===== config.mk =====
export PLATFORM = sky130hd
export DESIGN_NAME = flash_host_ctrl
export DESIGN_NICKNAME = d
export VERILOG_FILES = /design/src/core/flash_host_pkg.sv /design/src/core/flash_bus_cycle.sv /design/src/core/flash_host_ctrl.sv
export SDC_FILE = /design/constraint.sdc
export NUM_CORES = 1
export LEC_CHECK = 0
export ABC_AREA = 1
export BUFFER_PORTS_ARGS = -buffer_cell sky130_fd_sc_hd__clkbuf_2
export CORE_MARGIN = 4
export CORE_UTILIZATION = 55
export CTS_CLUSTER_SIZE = 28
export DETAILED_ROUTE_END_ITERATION = 6
export GPL_ROUTABILITY_DRIVEN = 0
export MAX_ROUTING_LAYER = met4
export PLACE_DENSITY_LB_ADDON = 0.25
export SYNTH_ARGS = -nofsm -noshare
export SYNTH_HDL_FRONTEND = slang
export SYNTH_SLANG_ARGS = --single-unit

===== constraint.sdc =====
create_clock -name core_clk_i -period 5.82 [get_ports core_clk_i]
set_clock_uncertainty 0.2 [all_clocks]
set_input_delay 0.291 -clock core_clk_i [delete_from_list [all_inputs] [get_ports core_clk_i]]
set_output_delay 0.291 -clock core_clk_i [all_outputs]
set_load 0.03 [all_outputs]

===== src/core/flash_host_pkg.sv =====
package flash_host_pkg;
	// apb register map of the controller
	localparam logic [7:0] ctrl_off = 8'h00;
	localparam logic [7:0] addr_off = 8'h04;
	localparam logic [7:0] data_off = 8'h08;
	localparam logic [7:0] data2_off = 8'h0C;
	localparam logic [7:0] stat_off = 8'h10;
	localparam logic [7:0] rdata_off = 8'h14;
	// ctrl field layout
	localparam int cmd_lsb = 0;
	localparam int cmd_w = 4;
	localparam int go_bit = 8;
	// stat field layout
	localparam int busy_bit = 0;
	localparam int done_bit = 1;
	localparam int fail_bit = 2;
	localparam int timeout_bit = 3;
	// host operations
	typedef enum logic [3:0] {
		op_read = 4'h0,
		op_reset = 4'h1,
		op_bypass_word = 4'h2,
		op_bypass_pair = 4'h3,
		op_leave_bypass = 4'h4,
		op_guard = 4'h5,
		op_unguard = 4'h6,
		op_freeze = 4'h7,
		op_block_wipe = 4'h8,
		op_bank_wipe = 4'h9,
		op_pause = 4'hA,
		op_continue = 4'hB
	} host_op_t;
	// flash command codes
	localparam logic [7:0] code_aa = 8'hAA;
	localparam logic [7:0] code_55 = 8'h55;
	localparam logic [7:0] code_reset = 8'hF0;
	localparam logic [7:0] code_prog = 8'hA0;
	localparam logic [7:0] code_pair = 8'h40;
	localparam logic [7:0] code_leave1 = 8'h90;
	localparam logic [7:0] code_leave2 = 8'h00;
	localparam logic [7:0] code_guard_pre = 8'h60;
	localparam logic [7:0] code_guard = 8'h01;
	localparam logic [7:0] code_unguard = 8'hD0;
	localparam logic [7:0] code_freeze = 8'h2F;
	localparam logic [7:0] code_wipe_pre = 8'h80;
	localparam logic [7:0] code_block_wipe = 8'h30;
	localparam logic [7:0] code_bank_wipe = 8'h10;
	localparam logic [7:0] code_pause = 8'hB0;
	localparam logic [7:0] code_continue = 8'h30;
	localparam logic [10:0] unlock_a = 11'h555;
	localparam logic [10:0] unlock_b = 11'h2AA;
	// status bit positions
	localparam int poll_bit = 7;
	localparam int toggle_bit_a = 6;
	localparam int fail_flag = 5;
	localparam logic [7:0] status_mask = 8'hE4;
	// strobe timing
	localparam int strobe_ns = 60;
	localparam int clk_ns = 10;
	localparam int strobe_cyc = (strobe_ns + clk_ns - 1) / clk_ns;
	localparam int addr_w = 21;
	localparam int data_w = 16;
endpackage : flash_host_pkg


===== src/core/flash_bus_cycle.sv =====
`timescale 1ns/10ps
// one asynchronous flash write or read cycle, timed in core clocks
module flash_bus_cycle (
	input wire logic core_clk_i,
	input wire logic rst_b_i,
	input wire logic start_i,
	input wire logic write_i,
	input wire logic [flash_host_pkg::addr_w-1:0] addr_i,
	input wire logic [flash_host_pkg::data_w-1:0] wdata_i,
	input wire logic [flash_host_pkg::data_w-1:0] dq_in_i,
	output logic done_o,
	output logic [flash_host_pkg::data_w-1:0] rdata_o,
	output logic [flash_host_pkg::addr_w-1:0] addr_o,
	output logic [flash_host_pkg::data_w-1:0] dq_out_o,
	output logic dq_oe_o,
	output logic chip_select_n_o,
	output logic write_strobe_n_o,
	output logic output_strobe_n_o
);
	import flash_host_pkg::*;
	typedef enum logic [3:0] {
		c_idle = 4'b0001,
		c_act = 4'b0010,
		c_samp = 4'b0100,
		c_rec = 4'b1000
	} cyc_st_t;
	cyc_st_t st_q, st_d;
	logic [7:0] cnt_q, cnt_d;
	logic wr_q, wr_d;
	logic [addr_w-1:0] a_q, a_d;
	logic [data_w-1:0] wd_q, wd_d, rd_q, rd_d;
	logic [data_w-1:0] sync1_q, sync2_q;
	always_comb begin
		st_d = st_q;
		cnt_d = cnt_q;
		wr_d = wr_q;
		a_d = a_q;
		wd_d = wd_q;
		rd_d = rd_q;
		unique case (st_q)
			c_idle: begin
				if (start_i) begin
					st_d = c_act;
					wr_d = write_i;
					a_d = addr_i;
					wd_d = wdata_i;
					cnt_d = 8'(strobe_cyc);
				end
			end
			c_act: begin
				if (cnt_q == 8'h00) begin
					st_d = c_samp;
					cnt_d = 8'h02;
				end else begin
					cnt_d = cnt_q - 8'h01;
				end
			end
			c_samp: begin
				// sampled data passes two flops first
				if (cnt_q == 8'h00) begin
					rd_d = sync2_q;
					st_d = c_rec;
					cnt_d = 8'(strobe_cyc);
				end else begin
					cnt_d = cnt_q - 8'h01;
				end
			end
			c_rec: begin
				if (cnt_q == 8'h00) begin
					st_d = c_idle;
				end else begin
					cnt_d = cnt_q - 8'h01;
				end
			end
		endcase
	end
	always_ff @(posedge core_clk_i) begin
		if (!rst_b_i) begin
			st_q <= c_idle;
			cnt_q <= 8'h00;
			wr_q <= 1'b0;
			a_q <= '0;
			wd_q <= '0;
			rd_q <= '0;
			sync1_q <= '0;
			sync2_q <= '0;
		end else begin
			st_q <= st_d;
			cnt_q <= cnt_d;
			wr_q <= wr_d;
			a_q <= a_d;
			wd_q <= wd_d;
			rd_q <= rd_d;
			sync1_q <= dq_in_i;
			sync2_q <= sync1_q;
		end
	end
	// chip select and strobe fall per cycle, so each read is a fresh toggle sample
	assign chip_select_n_o = !(st_q == c_act || st_q == c_samp);
	assign write_strobe_n_o = !(st_q == c_act && wr_q);
	assign output_strobe_n_o = !((st_q == c_act || st_q == c_samp) && !wr_q);
	assign dq_oe_o = (st_q == c_act || st_q == c_samp) && wr_q;
	assign dq_out_o = wd_q;
	assign addr_o = a_q;
	assign rdata_o = rd_q;
	assign done_o = (st_q == c_rec) && (cnt_q == 8'h00);
endmodule : flash_bus_cycle


===== src/core/flash_host_ctrl.sv =====
// The APB register port and the placing of the registers are this design's own decisions.
`timescale 1ns/10ps
module flash_host_ctrl #(
	parameter int poll_limit = 100000
) (
	input wire logic core_clk_i,
	input wire logic rst_b_i,
	input wire logic psel,
	input wire logic penable,
	input wire logic pwrite,
	input wire logic [7:0] paddr,
	input wire logic [31:0] pwdata,
	output logic [31:0] prdata,
	output logic pready,
	output logic pslverr,
	output logic [flash_host_pkg::addr_w-1:0] addr_o,
	output logic [flash_host_pkg::data_w-1:0] dq_out_o,
	output logic dq_oe_o,
	input wire logic [flash_host_pkg::data_w-1:0] dq_in_i,
	output logic chip_select_n_o,
	output logic write_strobe_n_o,
	output logic output_strobe_n_o
);
	import flash_host_pkg::*;
	typedef enum logic [4:0] {
		s_idle = 5'b00001,
		s_write = 5'b00010,
		s_read = 5'b00100,
		s_poll = 5'b01000,
		s_done = 5'b10000
	} host_st_t;
	host_st_t st_q, st_d;
	logic [3:0] cmd_q, cmd_d;
	logic [addr_w-1:0] taddr_q, taddr_d;
	logic [data_w-1:0] tdata_q, tdata_d, tdata2_q, tdata2_d, rdat_q, rdat_d;
	logic [2:0] step_q, step_d;
	logic busy_q, busy_d, done_q, done_d, fail_q, fail_d, tout_q, tout_d;
	logic have_prev_q, have_prev_d;
	logic [7:0] prev_q, prev_d;
	logic [31:0] pcnt_q, pcnt_d;
	logic cyc_start, cyc_wr, cyc_done;
	logic [addr_w-1:0] cyc_addr;
	logic [data_w-1:0] cyc_data, cyc_rdata;
	logic [7:0] stat_now;
	logic [2:0] last_step;
	logic is_poll_op;
	// number of write cycles per operation, last index
	function automatic logic [2:0] steps_of(input logic [3:0] c);
		unique case (host_op_t'(c))
			op_bypass_word, op_leave_bypass: steps_of = 3'd1;
			op_bypass_pair: steps_of = 3'd2;
			op_guard, op_unguard, op_freeze: steps_of = 3'd3;
			op_block_wipe, op_bank_wipe: steps_of = 3'd5;
			default: steps_of = 3'd0;
		endcase
	endfunction : steps_of
	// address and data for a given step
	function automatic logic [addr_w+data_w-1:0] cycle_of(input logic [3:0] c, input logic [2:0] s,
		input logic [addr_w-1:0] a, input logic [data_w-1:0] d, input logic [data_w-1:0] d2);
		logic [addr_w-1:0] ua, ub;
		logic [7:0] fin;
		ua = {a[addr_w-1:11], unlock_a};
		ub = {a[addr_w-1:11], unlock_b};
		fin = code_guard;
		cycle_of = {a, d};
		unique case (host_op_t'(c))
			op_reset: cycle_of = {a, 8'h00, code_reset};
			op_bypass_word: cycle_of = (s == 3'd0) ? {a, 8'h00, code_prog} : {a, d};
			op_bypass_pair: begin
				// second address differs only in bit zero
				if (s == 3'd0) cycle_of = {a, 8'h00, code_pair};
				else if (s == 3'd1) cycle_of = {a[addr_w-1:1], 1'b0, d};
				else cycle_of = {a[addr_w-1:1], 1'b1, d2};
			end
			op_leave_bypass: cycle_of = {a, 8'h00, (s == 3'd0) ? code_leave1 : code_leave2};
			op_guard, op_unguard, op_freeze: begin
				if (host_op_t'(c) == op_unguard) fin = code_unguard;
				else if (host_op_t'(c) == op_freeze) fin = code_freeze;
				unique case (s)
					3'd0: cycle_of = {ua, 8'h00, code_aa};
					3'd1: cycle_of = {ub, 8'h00, code_55};
					3'd2: cycle_of = {ua, 8'h00, code_guard_pre};
					default: cycle_of = {a, 8'h00, fin};
				endcase
			end
			op_block_wipe, op_bank_wipe: begin
				unique case (s)
					3'd0, 3'd3: cycle_of = {ua, 8'h00, code_aa};
					3'd1, 3'd4: cycle_of = {ub, 8'h00, code_55};
					3'd2: cycle_of = {ua, 8'h00, code_wipe_pre};
					default: cycle_of = {a, 8'h00,
						(host_op_t'(c) == op_block_wipe) ? code_block_wipe : code_bank_wipe};
				endcase
			end
			op_pause: cycle_of = {a, 8'h00, code_pause};
			op_continue: cycle_of = {a, 8'h00, code_continue};
			default: cycle_of = {a, d};
		endcase
	endfunction : cycle_of
	flash_bus_cycle u_cycle (
		.core_clk_i(core_clk_i),
		.rst_b_i(rst_b_i),
		.start_i(cyc_start),
		.write_i(cyc_wr),
		.addr_i(cyc_addr),
		.wdata_i(cyc_data),
		.dq_in_i(dq_in_i),
		.done_o(cyc_done),
		.rdata_o(cyc_rdata),
		.addr_o(addr_o),
		.dq_out_o(dq_out_o),
		.dq_oe_o(dq_oe_o),
		.chip_select_n_o(chip_select_n_o),
		.write_strobe_n_o(write_strobe_n_o),
		.output_strobe_n_o(output_strobe_n_o)
	);
	assign last_step = steps_of(cmd_q);
	assign {cyc_addr, cyc_data} = (st_q == s_write) ? cycle_of(cmd_q, step_q, taddr_q, tdata_q, tdata2_q)
		: {(cmd_q == op_bypass_pair) ? {taddr_q[addr_w-1:1], 1'b1} : taddr_q, tdata_q};
	assign cyc_wr = (st_q == s_write);
	assign stat_now = cyc_rdata[7:0] & status_mask;
	// program, wipe and continue are followed by polling
	assign is_poll_op = cmd_q inside {op_bypass_word, op_bypass_pair, op_block_wipe, op_bank_wipe, op_continue};
	assign pready = 1'b1;
	assign pslverr = 1'b0;
	always_comb begin
		prdata = 32'h0000_0000;
		unique case (paddr)
			ctrl_off: prdata = {28'h000_0000, cmd_q};
			addr_off: prdata = {11'h000, taddr_q};
			data_off: prdata = {16'h0000, tdata_q};
			data2_off: prdata = {16'h0000, tdata2_q};
			stat_off: prdata = {28'h000_0000, tout_q, fail_q, done_q, busy_q};
			rdata_off: prdata = {16'h0000, rdat_q};
			default: prdata = 32'h0000_0000;
		endcase
	end
	always_comb begin
		st_d = st_q;
		cmd_d = cmd_q;
		taddr_d = taddr_q;
		tdata_d = tdata_q;
		tdata2_d = tdata2_q;
		rdat_d = rdat_q;
		step_d = step_q;
		busy_d = busy_q;
		done_d = done_q;
		fail_d = fail_q;
		tout_d = tout_q;
		have_prev_d = have_prev_q;
		prev_d = prev_q;
		pcnt_d = pcnt_q;
		cyc_start = 1'b0;
		if (psel && penable && pwrite && st_q == s_idle) begin
			unique case (paddr)
				ctrl_off: begin
					cmd_d = pwdata[cmd_lsb +: cmd_w];
					if (pwdata[go_bit]) begin
						busy_d = 1'b1;
						done_d = 1'b0;
						fail_d = 1'b0;
						tout_d = 1'b0;
						step_d = 3'd0;
						st_d = (pwdata[cmd_lsb +: cmd_w] == op_read) ? s_read : s_write;
					end
				end
				addr_off: taddr_d = pwdata[addr_w-1:0];
				data_off: tdata_d = pwdata[data_w-1:0];
				data2_off: tdata2_d = pwdata[data_w-1:0];
				default: ;
			endcase
		end
		unique case (st_q)
			s_idle: ;
			s_write: begin
				cyc_start = !cyc_done;
				if (cyc_done) begin
					if (step_q == last_step) begin
						// polling starts after the last strobe only
						have_prev_d = 1'b0;
						pcnt_d = 32'h0000_0000;
						st_d = is_poll_op ? s_poll : s_done;
					end else begin
						step_d = step_q + 3'd1;
						cyc_start = 1'b0;
					end
				end
			end
			s_read: begin
				cyc_start = !cyc_done;
				if (cyc_done) begin
					rdat_d = cyc_rdata;
					st_d = s_done;
				end
			end
			s_poll: begin
				// every poll is a separate chip select cycle
				cyc_start = !cyc_done;
				if (cyc_done) begin
					rdat_d = cyc_rdata;
					prev_d = stat_now;
					have_prev_d = 1'b1;
					pcnt_d = pcnt_q + 32'h0000_0001;
					if (have_prev_q && prev_q[toggle_bit_a] == stat_now[toggle_bit_a]) begin
						st_d = s_done;
					end else if (stat_now[fail_flag] && have_prev_q && prev_q[fail_flag]) begin
						fail_d = 1'b1;
						st_d = s_done;
					end else if (pcnt_q == 32'(poll_limit)) begin
						tout_d = 1'b1;
						st_d = s_done;
					end
				end
			end
			s_done: begin
				busy_d = 1'b0;
				done_d = 1'b1;
				st_d = s_idle;
			end
		endcase
	end
	always_ff @(posedge core_clk_i) begin
		if (!rst_b_i) begin
			st_q <= s_idle;
			cmd_q <= 4'h0;
			taddr_q <= '0;
			tdata_q <= '0;
			tdata2_q <= '0;
			rdat_q <= '0;
			step_q <= 3'd0;
			busy_q <= 1'b0;
			done_q <= 1'b0;
			fail_q <= 1'b0;
			tout_q <= 1'b0;
			have_prev_q <= 1'b0;
			prev_q <= 8'h00;
			pcnt_q <= 32'h0000_0000;
		end else begin
			st_q <= st_d;
			cmd_q <= cmd_d;
			taddr_q <= taddr_d;
			tdata_q <= tdata_d;
			tdata2_q <= tdata2_d;
			rdat_q <= rdat_d;
			step_q <= step_d;
			busy_q <= busy_d;
			done_q <= done_d;
			fail_q <= fail_d;
			tout_q <= tout_d;
			have_prev_q <= have_prev_d;
			prev_q <= prev_d;
			pcnt_q <= pcnt_d;
		end
	end
endmodule : flash_host_ctrl


==> impl_results.md, run 1 <==
- Worst setup SP type: flip-flop
- Count leader, synth: nand2_1
- WL/cell: 14.1 um
- PortBufs: 111
- Max cap viols: 0
- Post-route cell area: 12600 sq um
- Vias in the first global route: 9883
- Largest net degree at the start of global routing: 105
- Slew Viols, Final: 0
- CTS root buf: clkbuf_16
- Leak: 0.00548 uW
- WP data required: 6020 ps
- Worst setup margin: 2660 ps
- Min Tclk post-route: 3160 ps
- Placeable Area: 19500 sq um
- Final critical-path share of the clock period: 54.3%
- H-tree depth: 1
- Drt total wl: 28.6 mm
- Share of layout cells above drive strength 1: 12.7%
- Worst Hold Launch: rst_b_i
- Post-synth top area cell: dfxtp_1
- Post-Synthesis Cells: 1631
- Final Hold Fails: 0
- Rows: 51
- Sink of the worst hold path: u_cycle.st_q[0]$_SDFFE_PN1P_
- Placed wire-length estimate: 19.5 mm
- Critical path fanouts, max: 55
- Antenna viol nets, final: 0
- Final setup viols: 0
- DR pass1 iterations: 6
- Synth Flop Type: dfxtp_1
- Hold Path Class: primary input to flip-flop
- F_max: 316 MHz
- Flops & latches, synth: 221
- Grt total ovfl: 0
- Critical R2R Capture: u_cycle.dq_out_o[1]$_SDFFE_PN0P_
- Reg2reg setup slack: 2660 ps
- Yosys warnings: 0
- Vias: 10.8k
- Residual DRC: 0
- Avg Cell Area, Syn: 6.67 sq um
- Critical Path Start: u_cycle.cnt_q[0]$_SDFFE_PN0P_
- Via-to-Cell Ratio: 5.31
- Synth top area cells: dfxtp_1, nand2_1, nor2_1
- Antenna violations before repair: 0
- Sequential element share of the synthesized area: 40.7%
- Worst setup path category: flip-flop to flip-flop
- Power Density: 266 nW/um^2
- Number of fill cells: 1763
- Fin util: 65.0%
- Nets: 1818
- CTS Hold Bufs: 37
- Top cells by count, synth: nand2_1, nor2_1, dfxtp_1
- Worst Setup End Kind: flip-flop
- # Post-CTS Setup Buffers: 0
- Asr flop ratio synth: 0%
- Clk slew on worst S/H paths: 60 ps
- Starting Density: 55.9%
- Hold Crit Depth: 2
- Area Growth Syn to Fin: 16.3%
- Slew of the pin with the lowest slew margin: 979 ps
- CTS tree: built
- IO Pins: 136
- Number of diodes: 0
- Die Area: 22100 sq um
- Slew headroom: 34.4%
- Reg2Reg Launch Point: u_cycle.cnt_q[0]$_SDFFE_PN0P_
- Arr. time, crit path: 3360 ps
- Placed cell areas: 11400 sq um
- Clk Latency, worst-skew pair: 520 ps
- DIE WIDTH: 149 um
- Drt initial violations: 937
- Die height: 149 um
- RSZ-0062 raised after global routing: false
- Clock buffer depth: 3
- Reg2Reg Depth: 10
- Cell variety after synth: 44
- Area share of the largest cell type after synthesis: 40.7%
- Placement Setup Slack: 2700 ps
- Global-route usage over all layers: 26.2%
- First-pass GRT wire length: 47.3 mm
- CTS Buf Count: 24
- Final setup TNS: 0 ps
- Clock Sink Count: 221
- Run status: complete, no violations
- Peak VDD IR: 0.238 mV
- Resize count post-CTS: 0
- Number of synthesized flops with an enable pin: 0
- Synthesized cell area: 10900 sq um
-- cell type report --
type | count | area (sq um) | area share, %
clock buffers | 35 | 732 | 5.79
well taps | 265 | 332 | 2.62
repair buffers | 151 | 951 | 7.52
flip-flops and latches | 221 | 4420 | 35.0
inverters | 179 | 676 | 5.34
clock inverters | 7 | 100 | 0.791
multi-input cells | 1171 | 5440 | 43.0
-- layout by cell type (no fill, tap or decap), drive strengths merged --
cell type / netlist / routed
o21ai: 164 / 164
xnor2: 4 / 4
nand3b: 2 / 2
conb: 2 / 13
a21oi: 142 / 142
dlygate4sd3: 0 / 37
o211ai: 3 / 3
inv: 177 / 177
nand4: 22 / 22
bufinv: 0 / 2
o21a: 3 / 3
nor2: 286 / 286
o2111ai: 10 / 10
dfxtp: 221 / 221
ha: 9 / 9
nor3b: 1 / 1
and2: 1 / 1
clkinv: 2 / 7
nand2: 387 / 387
nor3: 14 / 14
a22oi: 1 / 1
o21bai: 2 / 2
o22ai: 7 / 7
buf: 40 / 4
xor2: 1 / 1
nand3: 98 / 98
nor4: 1 / 1
clkbuf: 31 / 145
-- flip-flops by register name, summed over array words and instances, names as in the netlist, 2 cells and up --
name,flops
u_cycle.addr_o,21
u_cycle.sync1_q,16
taddr_q,21
tdata2_q,16
cmd_q,4
last_step,3
u_cycle.sync2_q,16
step_q,3
st_q,5
u_cycle.rdata_o,16
u_cycle.st_q,4
pcnt_q,32
u_cycle.dq_out_o,16
u_cycle.cnt_q,8
rdat_q,16
prev_q,2
tdata_q,16
-- critical path, stage by stage (launching register included) --
cell,delay (ps)
dfxtp_1,340
inv_1,80
ha_1,200
nand2_1,160
nor2_8,80
nand2_4,190
nand3_2,500
inv_2,910
nand2_1,160
nor2_1,130
nor2_1,40
-- power breakdown --
group          switching, uW  total (uW)  internal [uW]
clock network            604        1560            958
registers               12.9        1550           1530
logic                    166         252           85.8
total                    783        3360           2580
-- logic make-up (layout without fill, tap and decap cells) --
kind of cell | Yosys count | after routing | synth area share [%]
compound gates | 332 | 332 | 16.0
buf+inv | 250 | 372 | 9.78
flops | 221 | 221 | 40.7
xor+xnor | 5 | 5 | 0.403
other cells | 2 | 13 | 0.0690
simple gates | 812 | 812 | 32.0
fa+ha+maj | 9 | 9 | 1.04
-- per-layer routing --
layer | share of wire, % | GRT usage [%] | up-vias
li1 | - | - | 5466
met3 | 6.0 | 2.96 | 56
met4 | 2.8 | 7.30 | 0
met1 | 44 | 33.2 | 4868
met2 | 47 | 44.4 | 374
met5 | 0 | - | -
-- through the flow --
stage / power, uW / hold WS [ps] / cells
6_report: 3360 / 112 / 2029
5_1_grt: 3480 / 154 / 2029
4_1_cts: 3390 / 95.3 / 2029
3_5_place_dp: 1810 / 197 / 1950
3_3_place_gp: 1800 / 195 / 1950
2_1_floorplan: 1760 / 189 / 1642
-- worst max-delay path by stage --
stage	slack (ps)	to
floorplan	3780	prdata[4]
global placement	2740	u_cycle.dq_out_o[3]$_SDFFE_PN0P_
detailed placement	2700	u_cycle.dq_out_o[1]$_SDFFE_PN0P_
CTS	2660	u_cycle.dq_out_o[1]$_SDFFE_PN0P_
global route	2400	u_cycle.dq_out_o[1]$_SDFFE_PN0P_
finish	2660	u_cycle.dq_out_o[1]$_SDFFE_PN0P_
(Power assumes the default switching activity.)
==> run 2, diff against run 1 <==
==> constraint.sdc (replaced) <==
create_clock -name core_clk_i -period 3 [get_ports core_clk_i]
set_clock_uncertainty 0.2 [all_clocks]
set_input_delay 0.15 -clock core_clk_i [delete_from_list [all_inputs] [get_ports core_clk_i]]
set_output_delay 0.15 -clock core_clk_i [all_outputs]
set_load 0.03 [all_outputs]
==> impl_results.md, run 2 (synthesis gave the netlist of run 1 again) <==
- Final critical-path share of the clock period: 80.0% (+26 points)
- Slew of the pin with the lowest slew margin: 784 ps (-194 ps)
- H-tree depth: 1 (unchanged)
- Final setup TNS: 0 ps (unchanged)
- CTS Buf Count: 25 (+4.2%)
- CP delay by family, top: simple AND/OR/NAND/NOR gates
- Number of buffers and inverters on the critical path: 1 (-1)
- Reg2Reg Launch Point: step_q[0]$_SDFF_PN0_
- Antenna violations before repair: 0 (unchanged)
- WL/cell: 14.1 um (+0.42%)
- Vias: 10.8k (+0.33%)
- Final setup viols: 0 (unchanged)
- Crit-path cells: inv_1, ha_1, nand2_1, nand2_2, nand2_2, nand2_1, o22ai_1, nand2_1, a21oi_1
- Resize count post-CTS: 0 (unchanged)
- Hold Path Class: primary input to flip-flop
- Crit path capture: u_cycle.addr_o[5]$_SDFFE_PN0P_
- DR pass1 iterations: 5 (-1)
- Placed wire-length estimate: 19.9 mm (+1.8%)
- Die height: 149 um (unchanged)
- CP max stage delay: 420 ps (-490 ps)
- Critical path fanouts, max: 16 (-71%)
- Clk slew on worst S/H paths: 60 ps (about the same)
- Vias in the first global route: 9924 (+0.41%)
- Worst Setup End Kind: flip-flop
- Largest register FFs: 32 (unchanged)
- Worst setup path category: flip-flop to flip-flop
- Global-route usage over all layers: 26.6% (+0.44 points)
- Most common cell after layout, fill and taps aside: nand2_1
- Largest net degree at the start of global routing: 77 (-27%)
- Placeable Area: 19500 sq um (unchanged)
- Share of layout cells above drive strength 1: 12.9% (+0.22 points)
- Clock Sink Count: 221 (unchanged)
- Reg2Reg Depth: 9 (-1)
- IO Pins: 136 (unchanged)
- Leak: 0.00552 uW (+0.68%)
- Critical Path Start: step_q[0]$_SDFF_PN0_
- Area Growth Syn to Fin: 17.0%
- Slowest CP cell: dfxtp_1
- WP data required: 3240 ps (-2780 ps)
- Commonest non-fill, non-tap cells in the layout: nand2_1, nor2_1, dfxtp_1
- Slew headroom: 47.6% (+13 points)
- Largest register by flop count: pcnt_q
- Min Tclk post-route: 2400 ps (-763 ps)
- Residual DRC: 0 (unchanged)
- Slew Viols, Final: 0 (unchanged)
- PortBufs: 111 (unchanged)
- F_max: 417 MHz (+32%)
- Post-route cell area: 12700 sq um (+0.63%)
- Final Hold Fails: 0 (unchanged)
- Arr. time, crit path: 2640 ps (-720 ps)
- DIE WIDTH: 149 um (unchanged)
- Nets: 1828 (+0.55%)
- Number of diodes: 0 (unchanged)
- Rows: 51 (unchanged)
- Critical Path Most Common Cell: nand2_1
- Number of fill cells: 1711 (-2.9%)
- Die Area: 22100 sq um (unchanged)
- CTS tree: built
- RSZ-0062 raised after global routing: false
- Critical path depth: 9 (-1)
- Max cap viols: 0 (unchanged)
- Critical R2R Capture: u_cycle.addr_o[5]$_SDFFE_PN0P_
- Drt initial violations: 949 (+1.3%)
- Via-to-Cell Ratio: 5.30 (-0.12%)
- Reg2reg setup slack: 600 ps (-2060 ps)
- Power Density: 510 nW/um^2 (+92%)
- Clk Latency, worst-skew pair: 510 ps (about the same)
- Grt total ovfl: 0 (unchanged)
- CTS root buf: clkbuf_16
- First-pass GRT wire length: 47.8 mm (+1.0%)
- Placed cell areas: 11500 sq um (+0.74%)
- Antenna viol nets, final: 0 (unchanged)
- Peak VDD IR: 0.392 mV (+65%)
- Clock buffer depth: 3 (unchanged)
- Run status: complete, no violations
- Worst setup SP type: flip-flop
- Starting Density: 55.9% (unchanged)
- Drt total wl: 28.8 mm (+0.86%)
-- run 2: changes by cell type in the layout (fill, tap and decap cells not counted), sizes merged --
cell,before,now
buf,4,12
clkbuf,145,150
clkinv,7,3
bufinv,2,1
dlygate4sd3,37,38
-- run 2: what timing repair did --
action                                 CTS  global route
setup buffers                            0             0
endpoints found under the hold margin  110             0
hold buffers                            38             0
-- run 2: stage by stage --
| step | cells | hold slack [ps] | power (uW) | utilization, % | setup WS, ps |
|---|---|---|---|---|---|
| floorplan | 1642 | 47.6 | 3410 | - | 1100 |
| global placement | 1958 | 132 | 3490 | 59.3 | 660 |
| detailed placement | 1958 | 136 | 3510 | 59.3 | 641 |
| CTS | 2038 | 59.1 | 6520 | 65.4 | 620 |
| global route | 2038 | 154 | 6700 | 65.4 | 367 |
| finish | 2038 | 70.7 | 6490 | 65.4 | 601 |
-- run 2: cell type report --
class | count | area, sq um | area share, %
Timing Repair Buffer | 160 | 1050 | 8.22
Sequential cell | 221 | 4420 | 34.8
Tap cell | 265 | 332 | 2.60
Clock buffer | 40 | 782 | 6.14
Clock inverter | 2 | 35.0 | 0.275
Multi-Input combinational cell | 1171 | 5440 | 42.7
Inverter | 179 | 676 | 5.31
-- run 2: worst register-to-register path: cells and delay by family, from the launching register on --
family                   cells  cell delay, ps
adder cells (fa/ha/maj)      1             240
AO/OA/AOI/OAI                2             320
buffers and inverters        1             110
flip-flops                   1             420
AND/OR/NAND/NOR              5            1040
-- run 2: how the worst min path moves through the flow --
stage / depth (start not counted) / endpoint / start / slack (ps)
5_1_grt: 6 / cmd_q[2]$_SDFFE_PN0N_ / pwrite / 150
6_report: 7 / cmd_q[2]$_SDFFE_PN0N_ / paddr[0] / 70
3_5_place_dp: 3 / u_cycle.sync1_q[2]$_SDFF_PN0_ / dq_in_i[2] / 140
3_3_place_gp: 3 / u_cycle.sync1_q[9]$_SDFF_PN0_ / dq_in_i[9] / 130
2_1_floorplan: 2 / u_cycle.sync1_q[0]$_SDFF_PN0_ / dq_in_i[0] / 50
4_1_cts: 7 / cmd_q[2]$_SDFFE_PN0N_ / paddr[0] / 60
-- run 2: power by group --
part           internal (uW)  total [uW]  switching, uW
clock network           1850        3000           1150
registers               2980        3000           25.0
logic                    167         484            316
total                   4990        6490           1490
-- run 2: metal layers --
layer  up-vias  GRT usage [%]  wire length [um]
li1       5468              -                 -
met1      4798           34.7             12500
met2       456           42.3             13100
met3        77           3.47              2160
met4         0           10.4              1130
met5         -              -                 0
